===== src/pkg/sar_params.svh =====
// constants for the successive-approximation conversion sequencer
`ifndef SAR_PARAMS_SVH
`define SAR_PARAMS_SVH
`define SAR_RESOLUTION      16
`define SAR_CODE_MAX_POS    16'h7fff
`define SAR_CODE_MAX_NEG    16'h8000
`define SAR_CODE_MIDSCALE   16'h0000
`define SAR_SIGN_FLIP       16'h8000
`define SAR_CONV_RATE_SPS   500000
`define SAR_CLOCK_HZ        100000000
`define SAR_CONV_PERIOD_CYC (`SAR_CLOCK_HZ / `SAR_CONV_RATE_SPS)
`define SAR_DIV_DEFAULT     4
`define SAR_SETTLE_DEFAULT  1
`endif


===== src/pkg/sar_pkg.sv =====
// types shared by the conversion sequencer modules
package sar_pkg;
  typedef enum logic [2:0] {
    st_acquire,
    st_open_ground,
    st_disconnect,
    st_trial,
    st_finish
  } seq_state_e;
endpackage


===== src/pkg/sar_tick_if.sv =====
// conversion clock tick carrier between the sequencer and its divider
`timescale 1ns/1ps
`default_nettype none
interface sar_tick_if;
  logic enable;
  logic tick;
  modport source (input enable, output tick);
  modport sink   (output enable, input tick);
endinterface
`default_nettype wire


===== src/logic/sar_conv_clock.sv =====
// internal conversion clock: tick generator, runs only while enabled
`timescale 1ns/1ps
`default_nettype none
`include "sar_params.svh"
module sar_conv_clock
  import sar_pkg::*;
#(
  parameter int divide = `SAR_DIV_DEFAULT
)
(
  input  wire logic    clock,
  input  wire logic    reset,
  sar_tick_if.source   tick_port
);
  typedef struct packed
  {
    logic [7:0] count;
    logic       tick;
  } clk_s;

  clk_s cur;
  clk_s next_cur;

  // the tick counter is eight bits wide
  if (divide < 1 || divide > 255)
  begin : g_bad_divide
    $error("divide out of range");
  end

  always_comb
  begin
    next_cur = cur;
    next_cur.tick = 1'b0;
    // stopped between conversions so nothing toggles in power-down
    if (!tick_port.enable)
      next_cur.count = 8'h00;
    else if (cur.count == 8'(divide - 1))
    begin
      next_cur.count = 8'h00;
      next_cur.tick  = 1'b1;
    end
    else
      next_cur.count = cur.count + 8'h01;
  end

  always_ff @(posedge clock or posedge reset)
  begin
    if (reset)
      cur <= '0;
    else
      cur <= next_cur;
  end

  assign tick_port.tick = cur.tick;
endmodule // sar_conv_clock
`default_nettype wire


===== src/logic/sar_conversion_sequencer.sv =====
// successive-approximation conversion sequencer with result saturation
`timescale 1ns/1ps
`default_nettype none
`include "sar_params.svh"
module sar_conversion_sequencer
  import sar_pkg::*;
#(
  parameter int width  = `SAR_RESOLUTION,
  parameter int divide = `SAR_DIV_DEFAULT
)
(
  input  wire logic             clock,
  input  wire logic             reset,
  input  wire logic             convert_strobe,
  input  wire logic             comparator_high,
  input  wire logic             over_range,
  input  wire logic             under_range,
  output logic                  pos_sample_ground_switch,
  output logic                  neg_sample_ground_switch,
  output logic                  arrays_on_inputs,
  output logic [width-1:0]      trial_bits,
  output logic                  powered_up,
  output logic                  busy,
  output logic                  done,
  output logic [width-1:0]      result
);
  ////////////////////////////////////////////////////////////////////////
  typedef struct packed
  {
    seq_state_e       state;
    logic             strobe_last;
    logic [4:0]       bit_index;
    logic [width-1:0] trial;
    logic             over_seen;
    logic             under_seen;
    logic             ground_closed;
    logic             on_inputs;
    logic             power;
    logic             busy;
    logic             done;
    logic [width-1:0] result;
  } seq_s;

  seq_s cur;
  seq_s next_cur;

  sar_tick_if tick_bus ();

  // refuse sizes that the array and the conversion budget cannot serve
  if (width != `SAR_RESOLUTION)
  begin : g_bad_width
    $error("only the 16-bit array is supported");
  end
  // sixteen trials plus three phase steps must fit the 500 kSPS period
  if ((width + 3) * divide + 2 > `SAR_CONV_PERIOD_CYC)
  begin : g_bad_divide
    $error("divide too large for the conversion rate");
  end

  sar_conv_clock #(
    .divide    (divide)
  ) u_conv_clock (
    .clock     (clock),
    .reset     (reset),
    .tick_port (tick_bus)
  );

  ////////////////////////////////////////////////////////////////////////
  // one-hot decode of the bit under trial and of the next lower bit, so the
  // trial word is updated without a variable part-select
  logic [width-1:0] decide_bit;
  logic [width-1:0] lower_bit;

  for (genvar i = 0; i < width; i++)
  begin : g_bit
    assign decide_bit[i] = (cur.bit_index == 5'(i));
    if (i < width - 1)
    begin : g_lower
      assign lower_bit[i] = (cur.bit_index == 5'(i + 1));
    end
    else
    begin : g_top
      assign lower_bit[i] = 1'b0;
    end
  end

  ////////////////////////////////////////////////////////////////////////
  // offset-binary trial word flips its top bit into two's complement;
  // over-range wins when both range flags were seen during the trials
  function automatic logic [width-1:0] encode_code
  (
    input logic [width-1:0] word,
    input logic             over,
    input logic             under
  );
    logic [width-1:0] code;
    if (over)
      code = `SAR_CODE_MAX_POS;
    else if (under)
      code = `SAR_CODE_MAX_NEG;
    else
      code = word ^ `SAR_SIGN_FLIP;
    return code;
  endfunction

  ////////////////////////////////////////////////////////////////////////
  // phase timing with the default divide of four: ground opens one cycle
  // after the take, the arrays leave the inputs on the second tick, and
  // each of the sixteen ticks after that decides one bit, so done follows
  // the take by 74 cycles, well inside the 200-cycle period at 500 kSPS;
  // the tick divider is stopped whenever the block is powered down
  assign tick_bus.enable = cur.power;

  always_comb
  begin
    next_cur = cur;
    next_cur.strobe_last = convert_strobe;
    next_cur.done = 1'b0;
    case (cur.state)
      st_acquire:
      begin
        if (convert_strobe && !cur.strobe_last)
        begin
          next_cur.state      = st_open_ground;
          next_cur.power      = 1'b1;
          next_cur.busy       = 1'b1;
          next_cur.over_seen  = 1'b0;
          next_cur.under_seen = 1'b0;
        end
      end
      st_open_ground:
      begin
        next_cur.ground_closed = 1'b0;
        if (tick_bus.tick)
          next_cur.state = st_disconnect;
      end
      st_disconnect:
      begin
        if (tick_bus.tick)
        begin
          // arrays leave inputs only after the ground switches are open
          next_cur.on_inputs = 1'b0;
          next_cur.bit_index = 5'(width - 1);
          next_cur.trial     = '0;
          next_cur.trial[width-1] = 1'b1;
          next_cur.state     = st_trial;
        end
      end
      st_trial:
      begin
        // strobe is ignored here so a started conversion always completes
        if (tick_bus.tick)
        begin
          next_cur.over_seen  = cur.over_seen | over_range;
          next_cur.under_seen = cur.under_seen | under_range;
          if (!comparator_high)
            next_cur.trial = cur.trial & ~decide_bit;
          if (cur.bit_index == 5'd0)
            next_cur.state = st_finish;
          else
            next_cur.trial = next_cur.trial | lower_bit;
          next_cur.bit_index = cur.bit_index - 5'd1;
        end
      end
      st_finish:
      begin
        // result, done and busy change together so readout never sees a half word
        next_cur.result        = encode_code(cur.trial, cur.over_seen, cur.under_seen);
        next_cur.done          = 1'b1;
        next_cur.busy          = 1'b0;
        next_cur.ground_closed = 1'b1;
        next_cur.on_inputs     = 1'b1;
        next_cur.power         = 1'b0;
        next_cur.state         = st_acquire;
      end
      default:
        next_cur.state = st_acquire;
    endcase
  end

  always_ff @(posedge clock or posedge reset)
  begin
    if (reset)
    begin
      cur               <= '0;
      cur.state         <= st_acquire;
      // edge memory starts high so a strobe held across reset does not start
      cur.strobe_last   <= 1'b1;
      cur.ground_closed <= 1'b1;
      cur.on_inputs     <= 1'b1;
      cur.result        <= `SAR_CODE_MIDSCALE;
    end
    else
      cur <= next_cur;
  end

  ////////////////////////////////////////////////////////////////////////
  assign pos_sample_ground_switch = cur.ground_closed;
  assign neg_sample_ground_switch = cur.ground_closed;
  assign arrays_on_inputs         = cur.on_inputs;
  assign trial_bits               = cur.trial;
  assign powered_up               = cur.power;
  assign busy                     = cur.busy;
  assign done                     = cur.done;
  assign result                   = cur.result;
endmodule // sar_conversion_sequencer
`default_nettype wire


===== config.mk =====
export PLATFORM = sky130hd
export DESIGN_NAME = sar_conversion_sequencer
export DESIGN_NICKNAME = d
export VERILOG_FILES = /design/src/pkg/sar_pkg.sv /design/src/pkg/sar_tick_if.sv /design/src/logic/sar_conv_clock.sv /design/src/logic/sar_conversion_sequencer.sv
export VERILOG_INCLUDE_DIRS = /design/src /design/src/pkg
export SDC_FILE = /design/constraint.sdc
export NUM_CORES = 1
export LEC_CHECK = 0
export ABC_AREA = 1
export BUFFER_PORTS_ARGS = -buffer_cell sky130_fd_sc_hd__buf_4
export CAP_MARGIN = 20
export CORE_UTILIZATION = 35
export DETAILED_ROUTE_END_ITERATION = 10
export GPL_TIMING_DRIVEN = 0
export PLACE_DENSITY = 0.56
export SLEW_MARGIN = 20
export SYNTH_ARGS = -nofsm -noshare
export SYNTH_HDL_FRONTEND = slang
export SYNTH_SLANG_ARGS = --single-unit

===== constraint.sdc =====
create_clock -name clock -period 3.71 [get_ports clock]
set_input_delay 0.371 -clock clock [delete_from_list [all_inputs] [get_ports clock]]
set_output_delay 0.371 -clock clock [all_outputs]
set_load 0.03 [all_outputs]

Word-level counts from Yosys, hierarchy flattened
Index checks and enable logic that the tools add are counted.

operators by class
  reduce and logical (&&, ||, !) cells = 14
  magnitude comparators = 0
  bitwise gates (word level) = 6
  shift operators = 0
  divide/modulo/power cells = 0
  equality and inequality tests = 25
  multiply operators = 0
  multiplexer cells = 27
  $add $sub $neg = 2

operator list
  cell                                                                    count
  16-bit two-way mux                                                      6
  21-bit one-hot mux with 2 select lines                                  1
  5-bit by 4-bit equality test with 1-bit output (second input constant)  8
  23-bit two-way mux                                                      1
  21-bit two-way mux                                                      1
  5-bit by 3-bit equality test with 1-bit output (second input constant)  4
  17-bit two-way mux                                                      1
  16-bit bitwise AND                                                      1
  8-bit two-way mux                                                       2
  16-bit inverter                                                         1
  16-bit by 15-bit OR with 16-bit output                                  1
  3-bit two-way mux                                                       5
  3-bit one-hot mux with 4 select lines                                   1
  5-bit by 2-bit equality test with 1-bit output (second input constant)  2
  2-bit nonzero test                                                      5
  8-bit by 1-bit adder with 8-bit output (second input constant)          1
  8-bit by 2-bit equality test with 1-bit output (second input constant)  1
  2-bit one-hot mux with 2 select lines                                   2
  3-bit by 2-bit equality test with 1-bit output (second input constant)  2
  2-bit by 1-bit != test with 1-bit output (second input constant)        3
  3-bit AND reduction                                                     2
  5-bit by 1-bit equality test with 1-bit output (second input constant)  1
  5-bit zero test                                                         1
  5-bit AND reduction                                                     1
  other kinds (13)                                                        20

storage, ports and cells
  output and inout bits = 38
  bits of input ports = 6
  flip-flop bits (word level) = 57
  logic and storage cells = 88
  memories kept = 0
  ROM bits = 0
  bits in writable memories = 0
  bits in latches = 0

Logic depth before layout (Yosys ltp)
  word-level depth = 10
  mapped depth = 9
  gate-level depth less buffers = 9

By module
From an unflattened synthesis, not the netlist that was laid out.

second synthesis, totals
  cells, all modules = 360
  area total of the unflattened synthesis = 2,950.3 um^2

by module, submodules not included
  module                    cells an instance  sequential area each (um^2)  instances  area each (um^2)
  sar_conversion_sequencer  308                1,179.9                      1          2,507.4
  sar_conv_clock            52                 225.2                        1          442.9

Worst setup path after synthesis
No wires, ideal clock.

  path kind = register to register
  start point = reg cur[39] (netlist bit)
  end point = reg cur[46] (netlist bit)
  library setup time = 0.117 ns
  path slack = 2.411 ns
  period minus slack after synthesis = 1.299 ns
  data arrival time = 1.181 ns
  buffers on the path = 0
  stages on the path, launching flop included = 10
  data required time = 3.593 ns
  path through = dfrtp_1 -> inv_1 -> ha_1 -> inv_1 -> nor2_1 -> nand2_1 -> nand2_1 -> nand3_1 -> nand2_1 -> nand2_1

on the way
  longest elaborated chain between the ends = 3

ends and longest elaborated chain
  element                               line                             text
  start, declared                       sar_conversion_sequencer.sv:44   seq_s cur;
  start signal, assigned                sar_conversion_sequencer.sv:194  cur <= next_cur;
  5-bit zero test                       sar_conversion_sequencer.sv:158  if (cur.bit_index == 5'd0)
  2-bit != test (no source line)        -
  5-bit AND reduction (no source line)  -

Every way passes these cells.
A chain may end at the register's enable or synchronous reset.

Worst setup path in the final report
  start point = reg cur[39] (netlist bit)
  end point = reg cur[45] (netlist bit)

Same word-level chain as after synthesis.

==> metrics.md <==
| Metric | Value |
|---|---|
| Sequential Power Share | 33.4% |
| Cell family with most CP delay | simple AND/OR/NAND/NOR gates |
| RSZ-0062 raised after global routing | no |
| Net Sw Frac | 43.9% |
| Design Area, Final | 0.00357 mm² |
| HP Class | input port to async pin |
| Synth Instances | between 300 and 400 |
| Max Root-Sink Buffers | 2 |
| Setup Skew | 10.6 ps |
| Compound-Gate Fraction of Synth Area | 7.63% |
| CTS sink cnt | 56 |
| First-pass GRT wire length | 11.1 mm |
| #FFs+latches synth | 56 |
| Critical Path End Type | flop |
| # nets final | 446 |
| Clock Root Buffer | clkbuf_8 |
| Post-Synth Adder-Cell Area | 2.09% |
| Clock power share | ~13% |
| Post-Synth Simple-Gate Area | a little over a quarter |
| Slew @ Worst Pin | approximately 700 ps |
| Crit Path Max Fanout | 4 |
| Area of the core | between 0.008 and 0.009 mm² |
| Internal power | 0.00178 W |
| FMAX | 667 MHz |
| Power, Total | 0.00317 W |
| Lkg Pwr | 1.91 nW |
| Comb power frac | 53.8% |
| DP Wirelength | 4.56 mm |
| Top cell by count, worst path | nand2_1 |
| Pre-antenna DRT Iters | 4 |
| Post-DR vias/cell | about 4.5 |
| P per Cell Area | 888 mW/mm² |
| Filler cells | around 890 |
| Area delta synth->final | 18.9% |
| Die Height | around 95 µm |
| H-tree depth | 2 |
| P_sw | 0.00139 W |
| CP max stage delay | 430 ps |
| Critical Path AT | 1710 ps |
| Post-CTS Hold Fix Bufs | 0 |
| Final cycle utilization of the critical path | 40.4% |
| Seq/Total Area, Yosys | 46.8% |
| Status | completed |
| Peak supply drop | 0.219 mV |
| Fin Setup TNS | 0 ps |
| Total gr overflow | 0 |
| Post-synth net total | 396 |
| Drt wl/cell | 11.7 µm |
| Startpoint types | flop |
| Post-CTS Resized | 0 |
| Relative slew slack | a little over half |
| Mux contribution to synthesized area | 0% |
| Max_cap viols | 0 |
| Final setup fails | 0 |
| Final ANT Viol Nets | 0 |
| Syn Area/Cell | 7.79 µm² |
| Buffers & Inverters on Critical Path | 2 |
| Post-synthesis cell type count | 27 |
| Die Width | 94.6 µm |
| ANT cells | 0 |
| Vias in the first global route | 2362 |
| CTS tree | yes |
| Largest net degree at the start of global routing | 57 |
| Cell breakdown of the critical path | inv_1 > ha_1 > inv_1 > nor2_1 > nand2_1 > nand2_1 > nand3_1 > nand2_1 > nand2_1 |
| Initial DRC Count | 110 |
| Max-slew violations | 0 |
| Num CTS Buffers | 5 |
| Final Hold Vio Count | 0 |
| Top Ports | 44 |
| Post CTS Setup Buffer Count | 0 |
| Synth Area in XOR/XNOR | less than 1% |
| CP required | 3920 ps |
| Die Area | 0.00895 mm² |
| I/O Buffers | between 40 and 50 |
| Yosys warning count | 0 |
| Tmin final | 1500 ps |
| Netlist Area Pre-Place | 0.00300 mm² |
| Overall Global Routing Usage | 16.1% |
| Clock Pin Slew Worst Setup and Hold Paths | 110 ps |
| Share of cells above drive strength 1 | 23.9% |
| Starting density of the core | 36.3% |
| Gp weighted congestion | 0.831 |
| Crit Path Class | flop to flop |
| Detailed Route WL | 6.33 mm |
| Clk Latency, worst-skew pair | 320 ps |
| Worst path slowest cell | dfrtp_1 |
| Largest family of logic cells by synthesized area | simple AND/OR/NAND/NOR gates |
| Via count | 2450 |
| # DRC | 0 |
| Initial antenna violation count | 0 |
| Rows | 33 |
| Post-DP Area | roughly 0.0035 mm² |
[power groups by stage]
stage	Clock (W)	Combinational (W)	Sequential, W
2_1_floorplan	0	0.00126	0.00105
3_3_place_gp	0	0.00169	0.00107
3_5_place_dp	0	0.00172	0.00107
4_1_cts	0.000416	0.00172	0.00106
5_1_grt	0.000447	0.00191	0.00110
6_report	0.000406	0.00170	0.00106
[final cells by class]
cell class / instances / area (µm²) / share of cell area (%)
clock buffers: 5 / 68.8 / 1.93
well taps: 105 / 131 / 3.68
plain buffers: 47 / 340 / 9.54
flip-flops and latches: 56 / 1410 / 39.4
repair buffers: 43 / 323 / 9.05
clock inverters: 3 / 42.5 / 1.19
multi-input cells: 244 / 1110 / 31.2
inverters: 38 / 145 / 4.07
[cells in the mapped netlist]
library cell  count  area, µm²
a21oi_1          19       95.1
a21oi_2           1       8.76
buf_2             5       25.0
buf_4            36        270
buf_6             3       33.8
clkbuf_1          3       11.3
clkinv_1          1       3.75
dfrtp_1          53       1330
dfstp_2           3       78.8
ha_1              5       62.6
inv_1            36        135
inv_2             1       3.75
nand2_1         120        450
nand3_1          30        150
nand4_1           4       25.0
nor2_1           31        116
nor2_4            1       11.3
nor3_1            5       25.0
nor3_2            1       10.0
nor4_1            1       6.26
o21a_1            1       7.51
o21ai_0           4       20.0
o21ai_1          15       75.1
o21bai_1          3       22.5
or2_4             1       8.76
xnor2_1           1       8.76
xor2_1            1       8.76
[routing by layer]
metal	GRT usage, %	up-vias	part of all wire [%]
met4	4.55	0	1.2
met2	26.3	42	47
met1	21.6	1126	48
met5	0	-	0
met3	3.14	5	4.0
li1	-	1277	-
[layout by cell type, fill, tap and decap left out, types with 3 or more instances in the layout]
cell type	netlist	final
o21ai_1	15	15
o21bai_1	3	3
o21ai_0	4	4
buf_6	3	3
dfstp_2	3	3
clkbuf_1	3	3
dfrtp_1	53	53
ha_1	5	5
inv_1	36	35
nor3_1	5	5
nor2_1	31	31
nand4_1	4	4
nand3_1	30	30
buf_2	5	5
a21oi_1	19	19
buf_4	36	79
nand2_1	120	120
clkbuf_8	0	5
[sequential cells by signal (all words and copies together), names as in the netlist]
name and cells:
arrays_on_inputs 1, cur 11, done 1, neg_sample_ground_switch 1
powered_up 1, result 16, trial_bits 16, u_conv_clock.cur 8
u_conv_clock.tick_port.tick 1
[final timing paths]
check                                    start                   to  slack (ps)  depth (start not counted)
setup reg to reg                       cur[39]              cur[45]        2210                          9
min in group clock              convert_strobe              cur[44]         170                          1
hold reg to reg            u_conv_clock.cur[1]  u_conv_clock.cur[1]         480                          1
max in group asynchronous                reset              cur[41]        3080                          2
hold / removal                           reset  u_conv_clock.cur[7]         160                          2
setup / recovery                       cur[39]              cur[45]        2210                          9
[stage by stage]
stage	hold WS [ps]	utilization, %	std cells	worst slack (ps)
3_5_place_dp	458	41.9	533	2230
4_1_cts	159	43.2	541	2210
3_3_place_gp	451	41.8	533	1190
6_report	157	43.2	541	2210
2_1_floorplan	375	-	385	1970
5_1_grt	150	43.2	541	2010
[cell families after synthesis]
family                     after synthesis
AOI/OAI and AO/OA                       43
xor gates and xnor gates                 2
adders and majority gates                5
buffers and inverters                   85
DFF                                     56
and+or+nand+nor                        194
No activity file was read; power rests on OpenSTA's default activity.
